===== config.mk =====
export PLATFORM = sky130hd
export DESIGN_NAME = ostf_framer
export DESIGN_NICKNAME = d
export VERILOG_FILES = /design/src/logic/ostf_pkg.sv /design/src/logic/ostf_framer.sv
export SDC_FILE = /design/constraint.sdc
export NUM_CORES = 1
export LEC_CHECK = 0
export ABC_CLOCK_PERIOD_IN_PS = 7390
export CELL_PAD_IN_SITES_DETAIL_PLACEMENT = 2
export CELL_PAD_IN_SITES_GLOBAL_PLACEMENT = 2
export CORE_ASPECT_RATIO = 0.5
export CORE_MARGIN = 8
export CORE_UTILIZATION = 44
export DETAILED_ROUTE_END_ITERATION = 7
export DONT_BUFFER_PORTS = 1
export GPL_TIMING_DRIVEN = 0
export PLACE_DENSITY = 0.95
export REMOVE_ABC_BUFFERS = 1
export SLEW_MARGIN = 20
export SYNTH_ARGS = -nofsm -noshare
export SYNTH_HDL_FRONTEND = slang
export SYNTH_SLANG_ARGS = --single-unit

===== constraint.sdc =====
create_clock -name pclk -period 7.39 [get_ports pclk]
set_clock_uncertainty 0.05 [all_clocks]
set_input_delay 1.478 -clock pclk [delete_from_list [all_inputs] [get_ports pclk]]
set_output_delay 1.478 -clock pclk [all_outputs]
set_load 0.01 [all_outputs]

===== src/logic/ostf_pkg.sv =====
// Constants, types and helper functions for the optical status telemetry framer
package ostf_pkg;

	// Timing at the 50 MHz pclk
	localparam int unsigned CLK_PERIOD_NS = 20;
	localparam int unsigned BYPASS_MIN_NS = 15000;
	localparam int unsigned BYPASS_CYC = (BYPASS_MIN_NS + CLK_PERIOD_NS - 1) / CLK_PERIOD_NS;
	localparam int unsigned LOCKOUT_MS = 20;
	localparam int unsigned LOCKOUT_CYC = LOCKOUT_MS * 1000000 / CLK_PERIOD_NS;

	// Register byte addresses
	localparam logic [7:0] ADDR_CTRL = 8'h00;
	localparam logic [7:0] ADDR_BITDIV = 8'h04;
	localparam logic [7:0] ADDR_GAP = 8'h08;
	localparam logic [7:0] ADDR_STATUS = 8'h0c;
	localparam logic [7:0] ADDR_LINK = 8'h10;

	// Field positions and reset values
	localparam int unsigned CTRL_TX_EN_BIT = 0;
	localparam int unsigned STATUS_DESAT_BIT = 12;
	localparam logic CTRL_TX_EN_RST = 1'b1;
	localparam logic [15:0] BITDIV_RST = 16'h0019;
	localparam logic [15:0] GAP_RST = 16'h000a;

	// Framing
	localparam logic [3:0] FRAME_LAST_BIT = 4'h9;
	localparam logic [2:0] FRAME_LAST = 3'h4;
	localparam logic [5:0] SEQ_BOARD = 6'h1f;
	localparam logic [5:0] SEQ_EXT = 6'h3f;
	localparam logic [2:0] SEL_STATUS = 3'h7;
	localparam logic [2:0] SEL_EXT_TEMP = 3'h5;
	localparam logic [2:0] SEL_BOARD_TEMP = 3'h6;
	localparam logic [11:0] TEMP_NEG_FULL_SCALE = 12'h000;
	localparam logic [2:0] CRC_INIT = 3'h0;
	localparam logic [2:0] CRC_POLY_REFL = 3'h6;

	typedef enum logic {ST_GAP, ST_FRAME} ostf_state_t;

	typedef struct packed {
		logic desat;
		logic uvlo_pos;
		logic uvlo_neg;
		logic vge_hi;
		logic vge_lo;
		logic selftest_fail;
	} ostf_fault_t;

	typedef struct packed {
		logic [11:0] link_voltage_value;
		logic [11:0] payload_word;
		logic [2:0] sel;
		logic [2:0] crc;
	} ostf_packet_t;

	// Reflected x^3+x+1, fields taken LSB first in order link, payload, selector
	function automatic logic [2:0] ostf_crc3(input logic [26:0] bits);
		logic [2:0] c;
		logic fb;
		c = CRC_INIT;
		for (int i = 0; i < 27; i++) begin
			fb = c[0] ^ bits[i];
			c = {1'b0, c[2:1]};
			if (fb) begin
				c = c ^ CRC_POLY_REFL;
			end
		end
		return c;
	endfunction

	function automatic logic [5:0] ostf_frame_data(input ostf_packet_t p, input logic [2:0] idx);
		case (idx)
			3'h0: return p.link_voltage_value[5:0];
			3'h1: return p.link_voltage_value[11:6];
			3'h2: return p.payload_word[5:0];
			3'h3: return p.payload_word[11:6];
			default: return {p.sel, p.crc};
		endcase
	endfunction

endpackage


===== src/logic/ostf_framer.sv =====
// Optical status telemetry framer with gate command, lockout and clamp bypass timing
//
// Implementation choices: the placing of the registers and the APB register port.
`timescale 1ns/100ps
module ostf_framer #(
	parameter int unsigned LOCKOUT_CYCLES = ostf_pkg::LOCKOUT_CYC
) (
	input wire logic pclk,
	input wire logic presetn,
	input wire logic psel,
	input wire logic penable,
	input wire logic pwrite,
	input wire logic [7:0] paddr,
	input wire logic [31:0] pwdata,
	output logic [31:0] prdata,
	output logic pready,
	output logic pslverr,
	input wire logic command_light,
	input wire ostf_pkg::ostf_fault_t faults,
	input wire logic clamp_active,
	input wire logic [11:0] link_voltage_sample,
	input wire logic link_voltage_strobe,
	input wire logic [11:0] board_temp_sample,
	input wire logic board_temp_strobe,
	input wire logic [11:0] ext_temp_sample,
	input wire logic ext_temp_strobe,
	input wire logic ext_sensor_missing,
	output logic status_light_output,
	output logic gate_on,
	output logic clamp_bypass,
	output logic pulldown_enable
);
	import ostf_pkg::*;

	ostf_state_t state_q;
	ostf_packet_t pkt_q;
	logic tx_en_q;
	logic [15:0] bitdiv_q;
	logic [15:0] gap_len_q;
	logic [15:0] bit_cnt_q;
	logic [15:0] gap_cnt_q;
	logic [3:0] bit_idx_q;
	logic [2:0] frame_idx_q;
	logic [8:0] frame_sh_q;
	logic [5:0] seq_q;
	logic seq_restart_q;
	logic light_q;
	logic desat_prev_q;
	logic cmd_prev_q;
	logic gate_q;
	logic bypass_q;
	logic pulldown_q;
	logic [19:0] lock_cnt_q;
	logic [15:0] bypass_cnt_q;
	logic [11:0] link_q;
	logic [11:0] board_temp_q;
	logic [11:0] ext_temp_q;
	logic [31:0] prdata_q;
	logic pready_q;
	logic pslverr_q;
	logic tick;
	logic desat_rise;
	logic gap_done;
	logic start_pkt;
	logic blocking;
	logic [11:0] status_word;
	logic [5:0] seq_eff;
	logic [2:0] sel_d;
	logic [11:0] payload_d;
	ostf_packet_t pkt_d;
	logic apb_access;
	logic apb_done;

	function automatic logic [8:0] frame_bits(input ostf_packet_t p, input logic [2:0] idx, input logic sc);
		logic [5:0] d;
		d = ostf_frame_data(p, idx);
		// Light levels after the start bit: inverted data, fault, parity, stop light on
		return {1'b1, ~(^{sc, d}), ~sc, ~d};
	endfunction

	assign tick = (bit_cnt_q == 16'h0000);
	assign desat_rise = faults.desat && !desat_prev_q;
	assign gap_done = (gap_cnt_q == 16'h0000) && tick;
	assign blocking = (lock_cnt_q != 20'h00000);
	assign apb_access = psel && penable;
	assign apb_done = apb_access && pready_q;

	// Status word layout
	always_comb begin
		status_word = 12'h000;
		status_word[7] = blocking;
		status_word[6] = faults.desat || faults.uvlo_pos || faults.uvlo_neg;
		status_word[5] = faults.selftest_fail;
		status_word[4] = command_light;
		status_word[3] = faults.uvlo_pos;
		status_word[2] = faults.uvlo_neg;
		status_word[1] = faults.vge_hi;
		status_word[0] = faults.vge_lo;
	end

	// Packet start and payload selection
	always_comb begin
		start_pkt = 1'b0;
		if (state_q == ST_GAP && tx_en_q) begin
			start_pkt = gap_done || desat_rise;
		end
		seq_eff = (desat_rise || seq_restart_q) ? 6'h00 : seq_q;
		case (seq_eff)
			SEQ_BOARD: begin
				sel_d = SEL_BOARD_TEMP;
				payload_d = board_temp_q;
			end
			SEQ_EXT: begin
				sel_d = SEL_EXT_TEMP;
				payload_d = ext_temp_q;
			end
			default: begin
				sel_d = SEL_STATUS;
				payload_d = status_word;
			end
		endcase
		pkt_d.link_voltage_value = link_q;
		pkt_d.payload_word = payload_d;
		pkt_d.sel = sel_d;
		pkt_d.crc = ostf_crc3({sel_d, payload_d, link_q});
	end

	// Fault rising mid-packet restarts the sequence at the next packet
	always_ff @(posedge pclk or negedge presetn) begin
		if (!presetn) begin
			seq_restart_q <= 1'b0;
		end else if (desat_rise && !start_pkt) begin
			seq_restart_q <= 1'b1;
		end else if (start_pkt) begin
			seq_restart_q <= 1'b0;
		end
	end

	// Measurement holding registers
	always_ff @(posedge pclk or negedge presetn) begin
		if (!presetn) begin
			link_q <= 12'h000;
			board_temp_q <= 12'h000;
			ext_temp_q <= 12'h000;
		end else begin
			if (link_voltage_strobe) begin
				link_q <= link_voltage_sample;
			end
			if (board_temp_strobe) begin
				board_temp_q <= board_temp_sample;
			end
			if (ext_sensor_missing) begin
				ext_temp_q <= TEMP_NEG_FULL_SCALE;
			end else if (ext_temp_strobe) begin
				ext_temp_q <= ext_temp_sample;
			end
		end
	end

	// Bit timer, restarted at each packet start
	always_ff @(posedge pclk or negedge presetn) begin
		if (!presetn) begin
			bit_cnt_q <= 16'h0000;
		end else if (start_pkt || tick) begin
			bit_cnt_q <= (bitdiv_q == 16'h0000) ? 16'h0000 : bitdiv_q - 16'h0001;
		end else begin
			bit_cnt_q <= bit_cnt_q - 16'h0001;
		end
	end

	// Packet and frame sequencer
	always_ff @(posedge pclk or negedge presetn) begin
		if (!presetn) begin
			state_q <= ST_GAP;
			pkt_q <= '0;
			gap_cnt_q <= GAP_RST;
			bit_idx_q <= 4'h0;
			frame_idx_q <= 3'h0;
			frame_sh_q <= 9'h1ff;
			seq_q <= 6'h00;
			light_q <= 1'b1;
			desat_prev_q <= 1'b0;
		end else begin
			desat_prev_q <= faults.desat;
			case (state_q)
				ST_GAP: begin
					light_q <= 1'b1;
					if (start_pkt) begin
						pkt_q <= pkt_d;
						seq_q <= seq_eff + 6'h01;
						frame_sh_q <= frame_bits(pkt_d, 3'h0, faults.desat);
						light_q <= 1'b0;
						bit_idx_q <= 4'h0;
						frame_idx_q <= 3'h0;
						state_q <= ST_FRAME;
					end else if (tick && gap_cnt_q != 16'h0000) begin
						gap_cnt_q <= gap_cnt_q - 16'h0001;
					end
				end
				ST_FRAME: begin
					if (tick) begin
						if (bit_idx_q != FRAME_LAST_BIT) begin
							light_q <= frame_sh_q[0];
							frame_sh_q <= {1'b1, frame_sh_q[8:1]};
							bit_idx_q <= bit_idx_q + 4'h1;
						end else if (frame_idx_q != FRAME_LAST) begin
							frame_sh_q <= frame_bits(pkt_q, frame_idx_q + 3'h1, faults.desat);
							light_q <= 1'b0;
							bit_idx_q <= 4'h0;
							frame_idx_q <= frame_idx_q + 3'h1;
						end else begin
							light_q <= 1'b1;
							gap_cnt_q <= gap_len_q;
							state_q <= ST_GAP;
						end
					end
				end
				default: begin
					state_q <= ST_GAP;
				end
			endcase
		end
	end

	// Gate command and lockout
	always_ff @(posedge pclk or negedge presetn) begin
		if (!presetn) begin
			lock_cnt_q <= 20'h00000;
			cmd_prev_q <= 1'b0;
			gate_q <= 1'b0;
		end else begin
			cmd_prev_q <= command_light;
			if (faults.desat || faults.uvlo_pos || faults.uvlo_neg) begin
				lock_cnt_q <= LOCKOUT_CYCLES[19:0];
			end else if (blocking) begin
				lock_cnt_q <= lock_cnt_q - 20'h00001;
			end
			if (!command_light || blocking || faults.desat || faults.uvlo_pos || faults.uvlo_neg) begin
				gate_q <= 1'b0;
			end else if (!cmd_prev_q) begin
				gate_q <= 1'b1;
			end
		end
	end

	// Clamp bypass after turn-off and pull-down release
	always_ff @(posedge pclk or negedge presetn) begin
		if (!presetn) begin
			bypass_cnt_q <= 16'h0000;
			bypass_q <= 1'b0;
			pulldown_q <= 1'b1;
		end else begin
			if (gate_q) begin
				bypass_cnt_q <= BYPASS_CYC[15:0];
			end else if (bypass_cnt_q != 16'h0000) begin
				bypass_cnt_q <= bypass_cnt_q - 16'h0001;
			end
			bypass_q <= gate_q || (bypass_cnt_q > 16'h0001);
			pulldown_q <= !gate_q && !clamp_active;
		end
	end

	// APB slave, answers one cycle into the access phase
	always_ff @(posedge pclk or negedge presetn) begin
		if (!presetn) begin
			pready_q <= 1'b0;
			pslverr_q <= 1'b0;
			prdata_q <= 32'h00000000;
		end else begin
			pready_q <= apb_access && !pready_q;
			pslverr_q <= 1'b0;
			prdata_q <= 32'h00000000;
			if (apb_access && !pready_q) begin
				case (paddr)
					ADDR_CTRL: prdata_q[CTRL_TX_EN_BIT] <= tx_en_q;
					ADDR_BITDIV: prdata_q[15:0] <= bitdiv_q;
					ADDR_GAP: prdata_q[15:0] <= gap_len_q;
					ADDR_STATUS: begin
						prdata_q[11:0] <= status_word;
						prdata_q[STATUS_DESAT_BIT] <= faults.desat;
						pslverr_q <= pwrite;
					end
					ADDR_LINK: begin
						prdata_q[11:0] <= link_q;
						pslverr_q <= pwrite;
					end
					default: pslverr_q <= 1'b1;
				endcase
			end
		end
	end

	always_ff @(posedge pclk or negedge presetn) begin
		if (!presetn) begin
			tx_en_q <= CTRL_TX_EN_RST;
			bitdiv_q <= BITDIV_RST;
			gap_len_q <= GAP_RST;
		end else if (apb_done && pwrite) begin
			case (paddr)
				ADDR_CTRL: tx_en_q <= pwdata[CTRL_TX_EN_BIT];
				ADDR_BITDIV: bitdiv_q <= pwdata[15:0];
				ADDR_GAP: gap_len_q <= pwdata[15:0];
				default: tx_en_q <= tx_en_q;
			endcase
		end
	end

	assign prdata = prdata_q;
	assign pready = pready_q;
	assign pslverr = pslverr_q;
	assign status_light_output = light_q;
	assign gate_on = gate_q;
	assign clamp_bypass = bypass_q;
	assign pulldown_enable = pulldown_q;

	a_idle_light_on: assert property (@(posedge pclk) disable iff (!presetn)
		(state_q == ST_GAP && !start_pkt) |=> light_q)
		else $error("line not light on during idle");
	a_start_bit_fall: assert property (@(posedge pclk) disable iff (!presetn)
		(state_q == ST_FRAME && bit_idx_q == 4'h0) |-> !light_q)
		else $error("light on during start bit");
	a_even_parity: assert property (@(posedge pclk) disable iff (!presetn)
		(state_q == ST_FRAME && bit_idx_q == 4'h0) |-> (^(~frame_sh_q[7:0]) == 1'b0))
		else $error("frame parity not even");
	a_stop_light: assert property (@(posedge pclk) disable iff (!presetn)
		(state_q == ST_FRAME && bit_idx_q == FRAME_LAST_BIT) |-> light_q)
		else $error("stop bit not light on");
	a_lockout_gate: assert property (@(posedge pclk) disable iff (!presetn)
		blocking |=> !gate_q)
		else $error("gate on during lockout");
	a_turn_off_cmd: assert property (@(posedge pclk) disable iff (!presetn)
		!command_light |=> !gate_q)
		else $error("gate on without command");
	a_bypass_hold: assert property (@(posedge pclk) disable iff (!presetn)
		$fell(gate_q) |-> bypass_q [*8])
		else $error("bypass dropped early after turn-off");
	a_pulldown_off: assert property (@(posedge pclk) disable iff (!presetn)
		clamp_active |=> !pulldown_q)
		else $error("pull-down on while clamping");
	a_fault_cut_gap: assert property (@(posedge pclk) disable iff (!presetn)
		(state_q == ST_GAP && tx_en_q && desat_rise) |=> (state_q == ST_FRAME && pkt_q.sel == SEL_STATUS))
		else $error("fault did not start status packet");
	a_crc_match: assert property (@(posedge pclk) disable iff (!presetn)
		(state_q == ST_FRAME) |-> pkt_q.crc == ostf_crc3({pkt_q.sel, pkt_q.payload_word, pkt_q.link_voltage_value}))
		else $error("packet crc mismatch");
	a_missing_sensor: assert property (@(posedge pclk) disable iff (!presetn)
		ext_sensor_missing |=> ext_temp_q == TEMP_NEG_FULL_SCALE)
		else $error("missing sensor not full scale");
	a_fault_bit: assert property (@(posedge pclk) disable iff (!presetn)
		(state_q == ST_GAP && start_pkt) |=> frame_sh_q[6] == !$past(faults.desat))
		else $error("fault bit wrong");
	a_lockout_flag: assert property (@(posedge pclk) disable iff (!presetn)
		(faults.desat || faults.uvlo_pos || faults.uvlo_neg) |=> blocking)
		else $error("lockout flag not set by fault");
	a_gate_turn_on: assert property (@(posedge pclk) disable iff (!presetn)
		(command_light && !cmd_prev_q && !blocking && !status_word[6]) |=> gate_q)
		else $error("gate not on after command");
	a_bypass_release: assert property (@(posedge pclk) disable iff (!presetn)
		(!gate_q && bypass_cnt_q == 16'h0000) |=> !bypass_q)
		else $error("bypass held after timeout");

endmodule


* After elaboration in Yosys (flattened, before gate mapping)
Cells that the tools add are included.
Widths: inputs -> output; s select.
** Storage, ports and cells
- Bits in registers :: 215
- Bits in latches :: 0
- Bits in writable memories :: 0
- ROM bits :: 0
- Bits of input ports :: 93
- Memories kept :: 0
** Cells by class
- Add/subtract/negate cells :: 8
- $mul :: 0
- Divide/modulo/power cells :: 0
- Magnitude comparators :: 1
- Eq/ne operators :: 20
- Shift-type cells :: 0
- Muxes and demuxes :: 88
- Bitwise operators :: 58
- Reductions and logical operators :: 49
** Operator list (count)
- $mux 16 :: 10
- $mux 3 :: 31
- $sub 16x1->16 const B :: 4
- $not 1->2 :: 26
- $logic_not 16->1 :: 3
- $pmux 11 s4 :: 1
- $mux 6 :: 7
- $mux 20 :: 2
- $mux 9 :: 4
- $pmux 16 s2 :: 1
- $reduce_bool 16->1 :: 2
- $xor 1x1->1 :: 25
- $mux 12 :: 2
- $pmux 12 s2 :: 1
- $pmux 6 s4 :: 1
- $reduce_bool 20->1 :: 1
- $sub 20x1->20 const B :: 1
- $pmux 9 s2 :: 1
- $eq 8x4->1 const B :: 2
- $gt 16x1->1 const B :: 1
- $mux 4 :: 4
- $mux 1 :: 14
- $reduce_xor 7->1 :: 2
- $not 6->6 :: 2
- other kinds (34) :: 76

* Logic depth before layout (Yosys ltp)
Gate-level depths: netlist (run 1).
- Word-level depth :: 53
- Gate-level depth with buffers :: 17
- Gate-level depth less buffers :: 15

* Worst setup path before layout (run 1)
No wires, ideal clock.
- Path kind :: input port to flip-flop
- From :: input port faults[5] (netlist bit)
- To :: register pkt_q[2] (netlist bit)
- Library setup time :: 0.076 ns
- Data arrival time :: 4.758 ns
- Required time :: 7.264 ns
- Setup slack :: 2.506 ns
- Stages :: 17
- Cells stage by stage :: buf_4 -> nor2b_1 -> nor2_1 -> and2_1 -> ha_1 -> nand3_1 -> nor2_1 -> ha_1 -> inv_2 -> or4_1 -> buf_2 -> a2bb2oi_2 -> xnor2_2 -> xor2_1 -> xnor2_1 -> xnor3_1 -> o21ai_1
** Between the ends
- Longest elaborated chain between the ends :: 30
- Elaborated cells between the ends (all ways) :: 52
- Classes of those cells :: eq/ne (2); mux (19); bitwise (25); reduce/logical (6)
** RTL lines
- start, declared :: RTL line ostf_framer.sv:19 : input wire ostf_pkg::ostf_fault_t faults,
- branches (longest 30 deep; another with $pmux 12 s2)
- end signal, assigned :: RTL line ostf_framer.sv:189 : pkt_q <= pkt_d;
- end, declared :: RTL line ostf_framer.sv:36 : ostf_packet_t pkt_q;
Several ways; the timed one is not identified.
A chain may end at the register's enable or synchronous reset.

* Worst setup path in the final report (run 1)
Same ends and word-level chain as after synthesis.

==> run metrics, run 1 <==
Tot Pwr=2640 uW; critical path class=primary input to flip-flop; WP depth=15; share of layout cells above drive strength 1=13.3%; placed cell area=11200 um2; clk_lat worst skew=550 ps; register area share after synthesis=49.0%; Max Cap Violations=0; largest area contributor in the netlist=dfrtp_1; endpoints failing hold=0; post-layout min period=5730 ps; largest net degree at the start of global routing=215; post-synthesis mux area share=9.18%; RSZ-0062 raised after global routing=false; Die ar.=30600 um2; fmax=175 MHz; filler instances=2528; met3 wirelength from detailed routing=3350 um; GP Congestion=0.830; clock root cell=clkbuf_16; status=completed; DRT antenna net count=0; CTS tree=done; Fin Setup TNS=0 ps; Synth Area in Adders=1.94%; CP max-delay cell=or4_1; met2 wire length=22400 um; crit-path cells=nor2b_1 -> nor2_1 -> and2_1 -> ha_1 -> nand3_1 -> nor2_1 -> ha_1 -> inv_2 -> or4_1 -> a2bb2oi_2 -> xnor2_2 -> xor2_1 -> xnor2_1 -> xnor3_1 -> o21ai_1; Overall Global Routing Usage=29.1%; via count=9453; M1 WL=17300 um; cell family with most CP delay=simple AND/OR/NAND/NOR gates; Arr. time, crit path=6150 ps; #FFs+latches synth=214; Worst Path Required=7810 ps; post-CTS setup buffer count=0; IO Count=131; asr flop ratio synth=100%; commonest cells after routing, fill and taps aside=dfrtp_1, nand2_1, nor2_1; commonest non-fill, non-tap cell in the layout=dfrtp_1; Crit Path Max Fanout=14; remaining global-route overflow=0; Clock Sinks=214; Critical path origin=faults[5]; Critical Path End=pkt_q[2]; synthesized cell area=11000 um2; fin crit share=77.5%; power density over cell area=221 nW/um2; vias per inst=6.55; Syn Area/Cell=9.97 um2; Max Slew Vio Count=0; DRC errors left=0; HPWL Detailed=28200 um; Synth Area in Compound Gates=10.7%; vias in the first global route=10500; WP buf/inv=1; htree depth=1; ys flop type=dfrtp_1; VDD IR max=0.158 mV; Synth top area share=44.7%; Initial DRC Count=932; Wirelength per Cell=32.0 um; Util after Layout=48.0%; crit path capture type=flip-flop; Syn-to-layout area delta=8.62%; FF-to-FF path depth=15; Initial Util=44.1%; reg2reg setup slack=2250 ps; cts repair resizes=0; startpoint types=primary input; row cnt=41; Worst Hold Class=flip-flop to flip-flop; Die Y=128 um; final wirelength=46200 um; Distinct cells, synth=59; largest family of logic cells by synthesized area=simple AND/OR/NAND/NOR gates; Slew HR=16.5%; critical path's largest stage delay=870 ps; Worst-Margin Slew=1250 ps; uppermost layer routed=met4; IO buf count=0; first-pass GRT wire length=68300 um; antenna violations before repair=3; EDFF count, synth=0; simple-gate share of the synthesized area=17.2%; Final setup viols=0; Area contributors post-synth=dfrtp_1, mux2_2, xnor2_1, dfstp_2, nand2_1; # hold bufs at CTS=0; post-synthesis cell count=1102; reg2reg end=pkt_q[2]; Static Leak=0.00511 uW; Die Wd=239 um; core footprint=24900 um2; final net count=1191; clock buffer count from CTS=22; Reg clk slew, reported paths=80 ps; synthesis warning total=0; DR pass1 iterations=6; Clock Path Buffers=3; r2r startpoint=desat_prev_q; post-synthesis xor/xnor area fraction=8.18%; Design Area, Final=11900 um2
## cells in the mapped netlist, types with 4 or more instances
library cell / count
xnor2_1: 59
inv_1: 26
a31oi_1: 4
nand4_1: 8
a222oi_1: 11
o22ai_1: 21
buf_1: 4
mux2i_1: 31
o31ai_1: 7
or4_1: 6
dfstp_2: 18
clkbuf_1: 33
a22oi_1: 18
nor2b_1: 5
or3_1: 16
o21ai_0: 56
buf_4: 18
buf_2: 8
ha_1: 17
nor3_1: 35
dfrtp_1: 196
nand2b_1: 10
nand3b_1: 6
or2_2: 8
nand3_1: 34
and2_1: 4
nor4_1: 15
xnor2_2: 4
nor2_1: 103
nand2_1: 120
and3_1: 10
a21oi_1: 63
mux2_2: 62
xor2_1: 31
## worst register-to-register path, delay by kind of cell (launching register included)
family | cells | cell delay [ps]
AO/OA/AOI/OAI | 2 | 460
XOR/XNOR | 4 | 1360
adder cells (fa/ha/maj) | 2 | 620
buffers and inverters | 1 | 200
flip-flops | 1 | 390
AND/OR/NAND/NOR | 6 | 1970
## where the power goes
part	leakage [uW]	total, uW	switching (uW)	internal, uW
clock	0.000345	1150	528	621
combinational	0.00214	247	133	114
sequential	0.00263	1240	44.6	1200
## metrics by stage
| stage | std cells | worst slack (ps) | hold WS (ps) |
|---|---|---|---|
| 6_report | 1444 | 1660 | 457 |
| 5_1_grt | 1444 | 1430 | 479 |
| 4_1_cts | 1440 | 1760 | 463 |
| 3_5_place_dp | 1401 | 1420 | 433 |
| 3_3_place_gp | 1398 | 1780 | 399 |
| 2_1_floorplan | 1054 | 2420 | 385 |
## routing by layer
| layer | up-vias | track usage [%] |
|---|---|---|
| met5 | - | 0 |
| met2 | 505 | 51.2 |
| met1 | 4933 | 33.3 |
| met3 | 215 | 6.01 |
| met4 | 0 | 15.3 |
| li1 | 3800 | - |
## worst min path at each step
stage | from | end | slack (ps) | depth (start not counted)
2_1_floorplan | pkt_q[5] | pkt_q[5] | 390 | 1
3_3_place_gp | pkt_q[5] | pkt_q[5] | 400 | 1
6_report | board_temp_q[4] | board_temp_q[4] | 460 | 1
5_1_grt | board_temp_q[4] | board_temp_q[4] | 480 | 1
4_1_cts | board_temp_q[4] | board_temp_q[4] | 460 | 1
3_5_place_dp | pkt_q[5] | pkt_q[5] | 430 | 1
## registers in the layout, summed over array words and instances (netlist names), 16 cells and up
name and cells:
gap_cnt_q 16, prdata 16, bitdiv_q 16, lock_cnt_q 20, pkt_q 30, bit_cnt_q 16
gap_len_q 16, bypass_cnt_q 16
## cell families (layout without fill, tap and decap cells)
family / count (synthesis) / in the layout
adder cells (fa/ha/maj): 17 / 17
AND/OR/NAND/NOR: 395 / 395
AO/OA/AOI/OAI: 196 / 196
other: 1 / 20
flip-flops: 214 / 214
XOR/XNOR: 96 / 96
multiplexers: 93 / 93
buffers and inverters: 90 / 69
## layout make-up
| class | instances | area, um2 | area share [%] |
|---|---|---|---|
| antenna | 4 | 10.0 | 0.0839 |
| clock buffer | 33 | 663 | 5.56 |
| clock inverter | 6 | 32.5 | 0.273 |
| inverter | 27 | 101 | 0.849 |
| multi-input combinational | 813 | 5280 | 44.3 |
| sequential | 214 | 5380 | 45.1 |
| tap | 344 | 430 | 3.61 |
| timing repair buffer | 3 | 33.8 | 0.283 |
(Power assumes the default switching activity.)
==> run 2: changes to the inputs <==
--- a/config.mk
+++ b/config.mk
@@ -5,16 +5,16 @@
 export SDC_FILE = /design/constraint.sdc
 export NUM_CORES = 1
 export LEC_CHECK = 0
-export ABC_CLOCK_PERIOD_IN_PS = 7390
+export ABC_CLOCK_PERIOD_IN_PS = 5200
 export CELL_PAD_IN_SITES_DETAIL_PLACEMENT = 2
 export CELL_PAD_IN_SITES_GLOBAL_PLACEMENT = 2
 export CORE_ASPECT_RATIO = 0.5
 export CORE_MARGIN = 8
-export CORE_UTILIZATION = 44
+export CORE_UTILIZATION = 37
 export DETAILED_ROUTE_END_ITERATION = 7
 export DONT_BUFFER_PORTS = 1
 export GPL_TIMING_DRIVEN = 0
-export PLACE_DENSITY = 0.95
+export PLACE_DENSITY = 0.87
 export REMOVE_ABC_BUFFERS = 1
 export SLEW_MARGIN = 20
 export SYNTH_ARGS = -nofsm -noshare
==> constraint.sdc (replaced) <==
create_clock -name pclk -period 5.2 [get_ports pclk]
set_clock_uncertainty 0.05 [all_clocks]
set_input_delay 1.04 -clock pclk [delete_from_list [all_inputs] [get_ports pclk]]
set_output_delay 1.04 -clock pclk [all_outputs]
set_load 0.01 [all_outputs]
==> run 2 against run 1 <==
  * Cell count rose by 3.3%
  * Utilization fell by 6.6 points
  * Sequential share of layout area fell by 0.43 points
  * Die area up 17%
  * Wire length down 18%
==> run metrics, run 2 (synthesis results as in run 1) <==
r2r startpoint=desat_prev_q; placed cell count=1448; Initial DRC Count=697; final net count=1192; Die ar.=35800 um2; largest net degree at the start of global routing=215; row cnt=44; core footprint=29100 um2; clock root cell=clkbuf_16; DRT antenna net count=0; startpoint types=primary input; Clock Path Buffers=3; Worst Path Required=5590 ps; Worst Hold Class=primary input to asynchronous set/reset pin; critical path class=primary input to flip-flop; Fin Setup TNS=0 ps; Slew HR=23.3%; Worst-Margin Slew=1150 ps; clock buffer count from CTS=23; Static Leak=0.00514 uW; final worst slack=249 ps; htree depth=1; commonest cells after routing, fill and taps aside=dfrtp_1, nand2_1, nor2_1; CTS tree=done; Syn-to-layout area delta=9.66%; Max Slew Vio Count=0; Die Y=138 um; power density over cell area=312 nW/um2; clk_lat worst skew=530 ps; remaining global-route overflow=0; antenna violations before repair=2; Max Cap Violations=0; HPWL Detailed=25300 um; Overall Global Routing Usage=20.8%; Die Wd=260 um; IO buf count=0; non-filler cells, final=1491; GP Congestion=0.858; vias per inst=5.83; post-CTS setup buffer count=0; crit path capture type=flip-flop; commonest non-fill, non-tap cell in the layout=dfrtp_1; fin crit share=95.2%; cts repair resizes=0; DR pass1 iterations=5; Final setup viols=0; filler instances=3050; DRC errors left=0; vias in the first global route=9844; VDD IR max=0.234 mV; via count=8686; Critical path origin=faults[5]; max reg flops=30; Top reg by flops=pkt_q; Reg clk slew, reported paths=60 ps; post-layout min period=4950 ps; Initial Util=37.7%; biggest regs=pkt_q (30), lock_cnt_q (20); fmax=202 MHz; # hold bufs at CTS=0; first-pass GRT wire length=58800 um; IO Count=131; Crit Path Max Fanout=14; Util after Layout=41.4%; reg2reg setup slack=480 ps; endpoints failing hold=0; Wirelength per Cell=25.3 um; Clock Sinks=214; final wirelength=37700 um; status=completed; share of layout cells above drive strength 1=13.4%; Place WS=-138 ps; Arr. time, crit path=5340 ps
-- run 2: changes by cell type in the layout (fill, tap and decap cells not counted) --
cell | previous run | this run
o21ai_2 | 2 | 1
bufinv_16 | 0 | 1
clkbuf_8 | 5 | 6
o21ai_1 | 2 | 3
buf_6 | 3 | 1
clkinv_4 | 0 | 2
diode_2 | 4 | 2
buf_8 | 0 | 1
buf_12 | 0 | 1
clkinv_2 | 5 | 3
-- run 2: worst paths after layout --
kind / cells after the start / to
setup reg to reg: 15 / pkt_q[2]
hold / removal: 0 / pkt_q[27]
hold reg to reg: 2 / pkt_q[28]
min in group pclk: 2 / pkt_q[28]
setup / recovery: 15 / pkt_q[2]
max in group asynchronous: 0 / pulldown_enable
-- run 2: final cells by class --
cell class	count	area, um2	area share, %
sequential	214	5380	44.6
multi-input combinational	813	5280	43.8
clock buffer	34	677	5.62
tap	391	489	4.06
inverter	27	101	0.841
clock inverter	7	70.1	0.582
timing repair buffer	3	46.3	0.384
antenna	2	5.00	0.0415
-- run 2: through the flow --
stage               hold slack, ps  total power (uW)  area (um2)
floorplan                      385              2020       10700
global placement               400              2070       11200
detailed placement             412              2100       11300
CTS                            154              3780       12000
global route                   153              3860       12000
finish                         176              3760       12000
-- run 2: critical path: stages --
cell	delay, ps
nor2b_1	170
nor2_1	400
and2_1	220
ha_1	240
nand3_1	130
nor2_1	140
ha_1	360
inv_2	200
or4_1	850
a2bb2oi_2	280
xnor2_2	210
xor2_1	180
xnor2_1	310
xnor3_1	470
o21ai_1	130
-- run 2: per-layer routing --
layer	GRT usage [%]	vias to the layer above	wire (um)	share of wire (%)
met5	0	-	13	0.035
met3	2.93	87	1520	4.0
met2	38.6	228	19300	51
li1	-	3790	-	-
met1	24.5	4579	15400	41
met4	7.95	2	1480	3.9
-- run 2: power by group --
part | switching [uW] | total (uW) | internal, uW
registers | 56.4 | 1760 | 1710
clock network | 717 | 1670 | 953
logic | 162 | 323 | 161
==> run 3: changes to the inputs <==
--- a/config.mk
+++ b/config.mk
@@ -14,7 +14,7 @@
 export DETAILED_ROUTE_END_ITERATION = 7
 export DONT_BUFFER_PORTS = 1
 export GPL_TIMING_DRIVEN = 0
-export PLACE_DENSITY = 0.87
+export PLACE_DENSITY_LB_ADDON = 0.1
 export REMOVE_ABC_BUFFERS = 1
 export SLEW_MARGIN = 20
 export SYNTH_ARGS = -nofsm -noshare
==> run 3 against run 2 <==
  * Cell count increased by 0.13%
  * Flip-flop and latch count did not move
  * Hold slack got worse by 20 ps
  * First-iteration DRC count is 26% lower
  * Maximum frequency increased by 2.3%
  * Largest cell class unchanged
  * Highest routed layer is now met4
==> run metrics, run 3 (synthesis results as in run 1) <==
DRC errors left=0; Wirelength per Cell=22.8 um; Worst-Margin Slew=1130 ps; Reg clk slew, reported paths=60 ps; DRT antenna net count=0; Crit Path Max Fanout=14; status=completed; Top reg by flops=pkt_q; reg2reg end=pkt_q[2]; fin crit share=93.1%; critical path's largest stage delay=870 ps; clock buffer count from CTS=23; Clock Sinks=214; Static Leak=0.00517 uW; commonest non-fill, non-tap cell in the layout=dfrtp_1; Max Slew Vio Count=0; placed cell area=11300 um2; Die Wd=260 um; worst hold margin=156 ps; # hold bufs at CTS=0; post-CTS setup buffer count=0; startpoint types=primary input; endpoints failing hold=0; non-filler cells, final=1493; routing usage on met1=25.3%; share of layout cells above drive strength 1=13.5%; busiest grt layer=met2; cts repair resizes=0; crit path capture type=flip-flop; clk_lat worst skew=520 ps; Final setup viols=0; met3 usage=3.51%; reg2reg setup slack=620 ps; Die ar.=35800 um2; Design Area, Final=12100 um2; vias in the first global route=9173; vias per inst=5.50; largest net degree at the start of global routing=215; fmax=207 MHz; Max Cap Violations=0; Die Y=138 um; Overall Global Routing Usage=19.2%; RSZ-0062 raised after global routing=false; Arr. time, crit path=5230 ps; first-pass GRT wire length=54100 um; Worst Hold Class=primary input to asynchronous set/reset pin; r2r startpoint=desat_prev_q; CP max-delay cell=or4_1; met2 global-route usage=33.1%; max reg flops=30; commonest cells after routing, fill and taps aside=dfrtp_1, nand2_1, nor2_1; via count=8218; biggest regs=pkt_q (30), lock_cnt_q (20); Slew HR=24.7%; placed cell count=1450; FF-to-FF path depth=15; DR pass1 iterations=5; HPWL Detailed=24500 um; IO Count=131; Initial Util=37.7%; htree depth=1; VDD IR max=0.233 mV; Initial DRC Count=517; power density over cell area=315 nW/um2; final net count=1194; clock root cell=clkbuf_16; Critical path origin=faults[5]; GP Congestion=0.785; IO buf count=0; crit-path cells=nor2b_1 -> nor2_1 -> and2_1 -> ha_1 -> nand3_1 -> nor2_1 -> ha_1 -> inv_2 -> or4_1 -> a2bb2oi_2 -> xnor2_2 -> xor2_1 -> xnor2_1 -> xnor3_1 -> o21ai_1; CTS tree=done; Worst Path Required=5590 ps; row cnt=44; final wirelength=34100 um; critical path class=primary input to flip-flop; remaining global-route overflow=0; Syn-to-layout area delta=10.3%; core footprint=29100 um2; Clock Path Buffers=3; antenna violations before repair=0; post-layout min period=4840 ps
## run 3: final cells by class
| class | count | area [um2] |
|---|---|---|
| multi-input combinational | 813 | 5280 |
| inverter | 27 | 101 |
| sequential | 214 | 5380 |
| clock buffer | 34 | 667 |
| timing repair buffer | 5 | 72.6 |
| tap | 391 | 489 |
| antenna | 2 | 5.00 |
| fill | 3099 | 17000 |
| clock inverter | 7 | 118 |
## run 3: worst max path at each step
stage | to | slack [ps]
2_1_floorplan | pkt_q[2] | 670
3_3_place_gp | pkt_q[2] | -100
3_5_place_dp | pkt_q[2] | -220
4_1_cts | pkt_q[2] | 310
5_1_grt | pkt_q[2] | 80
6_report | pkt_q[2] | 360
## run 3: worst max-delay path: cells and delay by family
kind | cells | cell delay, ps
AO/OA/AOI/OAI | 2 | 390
XOR/XNOR | 4 | 1090
adder cells (fa/ha/maj) | 2 | 580
buffers and inverters | 1 | 200
AND/OR/NAND/NOR | 6 | 1900
## run 3: metrics by stage
stage / setup TNS (ps) / power [uW] / setup WS (ps) / util [%]
final: 0 / 3810 / 359 / 41.6
after CTS: 0 / 3870 / 306 / 41.6
after floorplan: 0 / 2020 / 667 / -
after global routing: 0 / 3960 / 81.5 / 41.6
after global placement: -104 / 2080 / -104 / 38.5
after detailed placement: -251 / 2090 / -223 / 38.9
## run 3: report_power, final
group | internal [uW] | total (uW) | switching, uW
Clock | 1040 | 1750 | 715
Sequential | 1710 | 1760 | 52.4
Combinational | 161 | 302 | 141
Total | 2910 | 3810 | 908
## run 3: layer usage
layer	wire length, um	vias up
li1	-	3816
met1	15600	4256
met2	16500	105
met3	1310	41
met4	568	0
met5	0	-
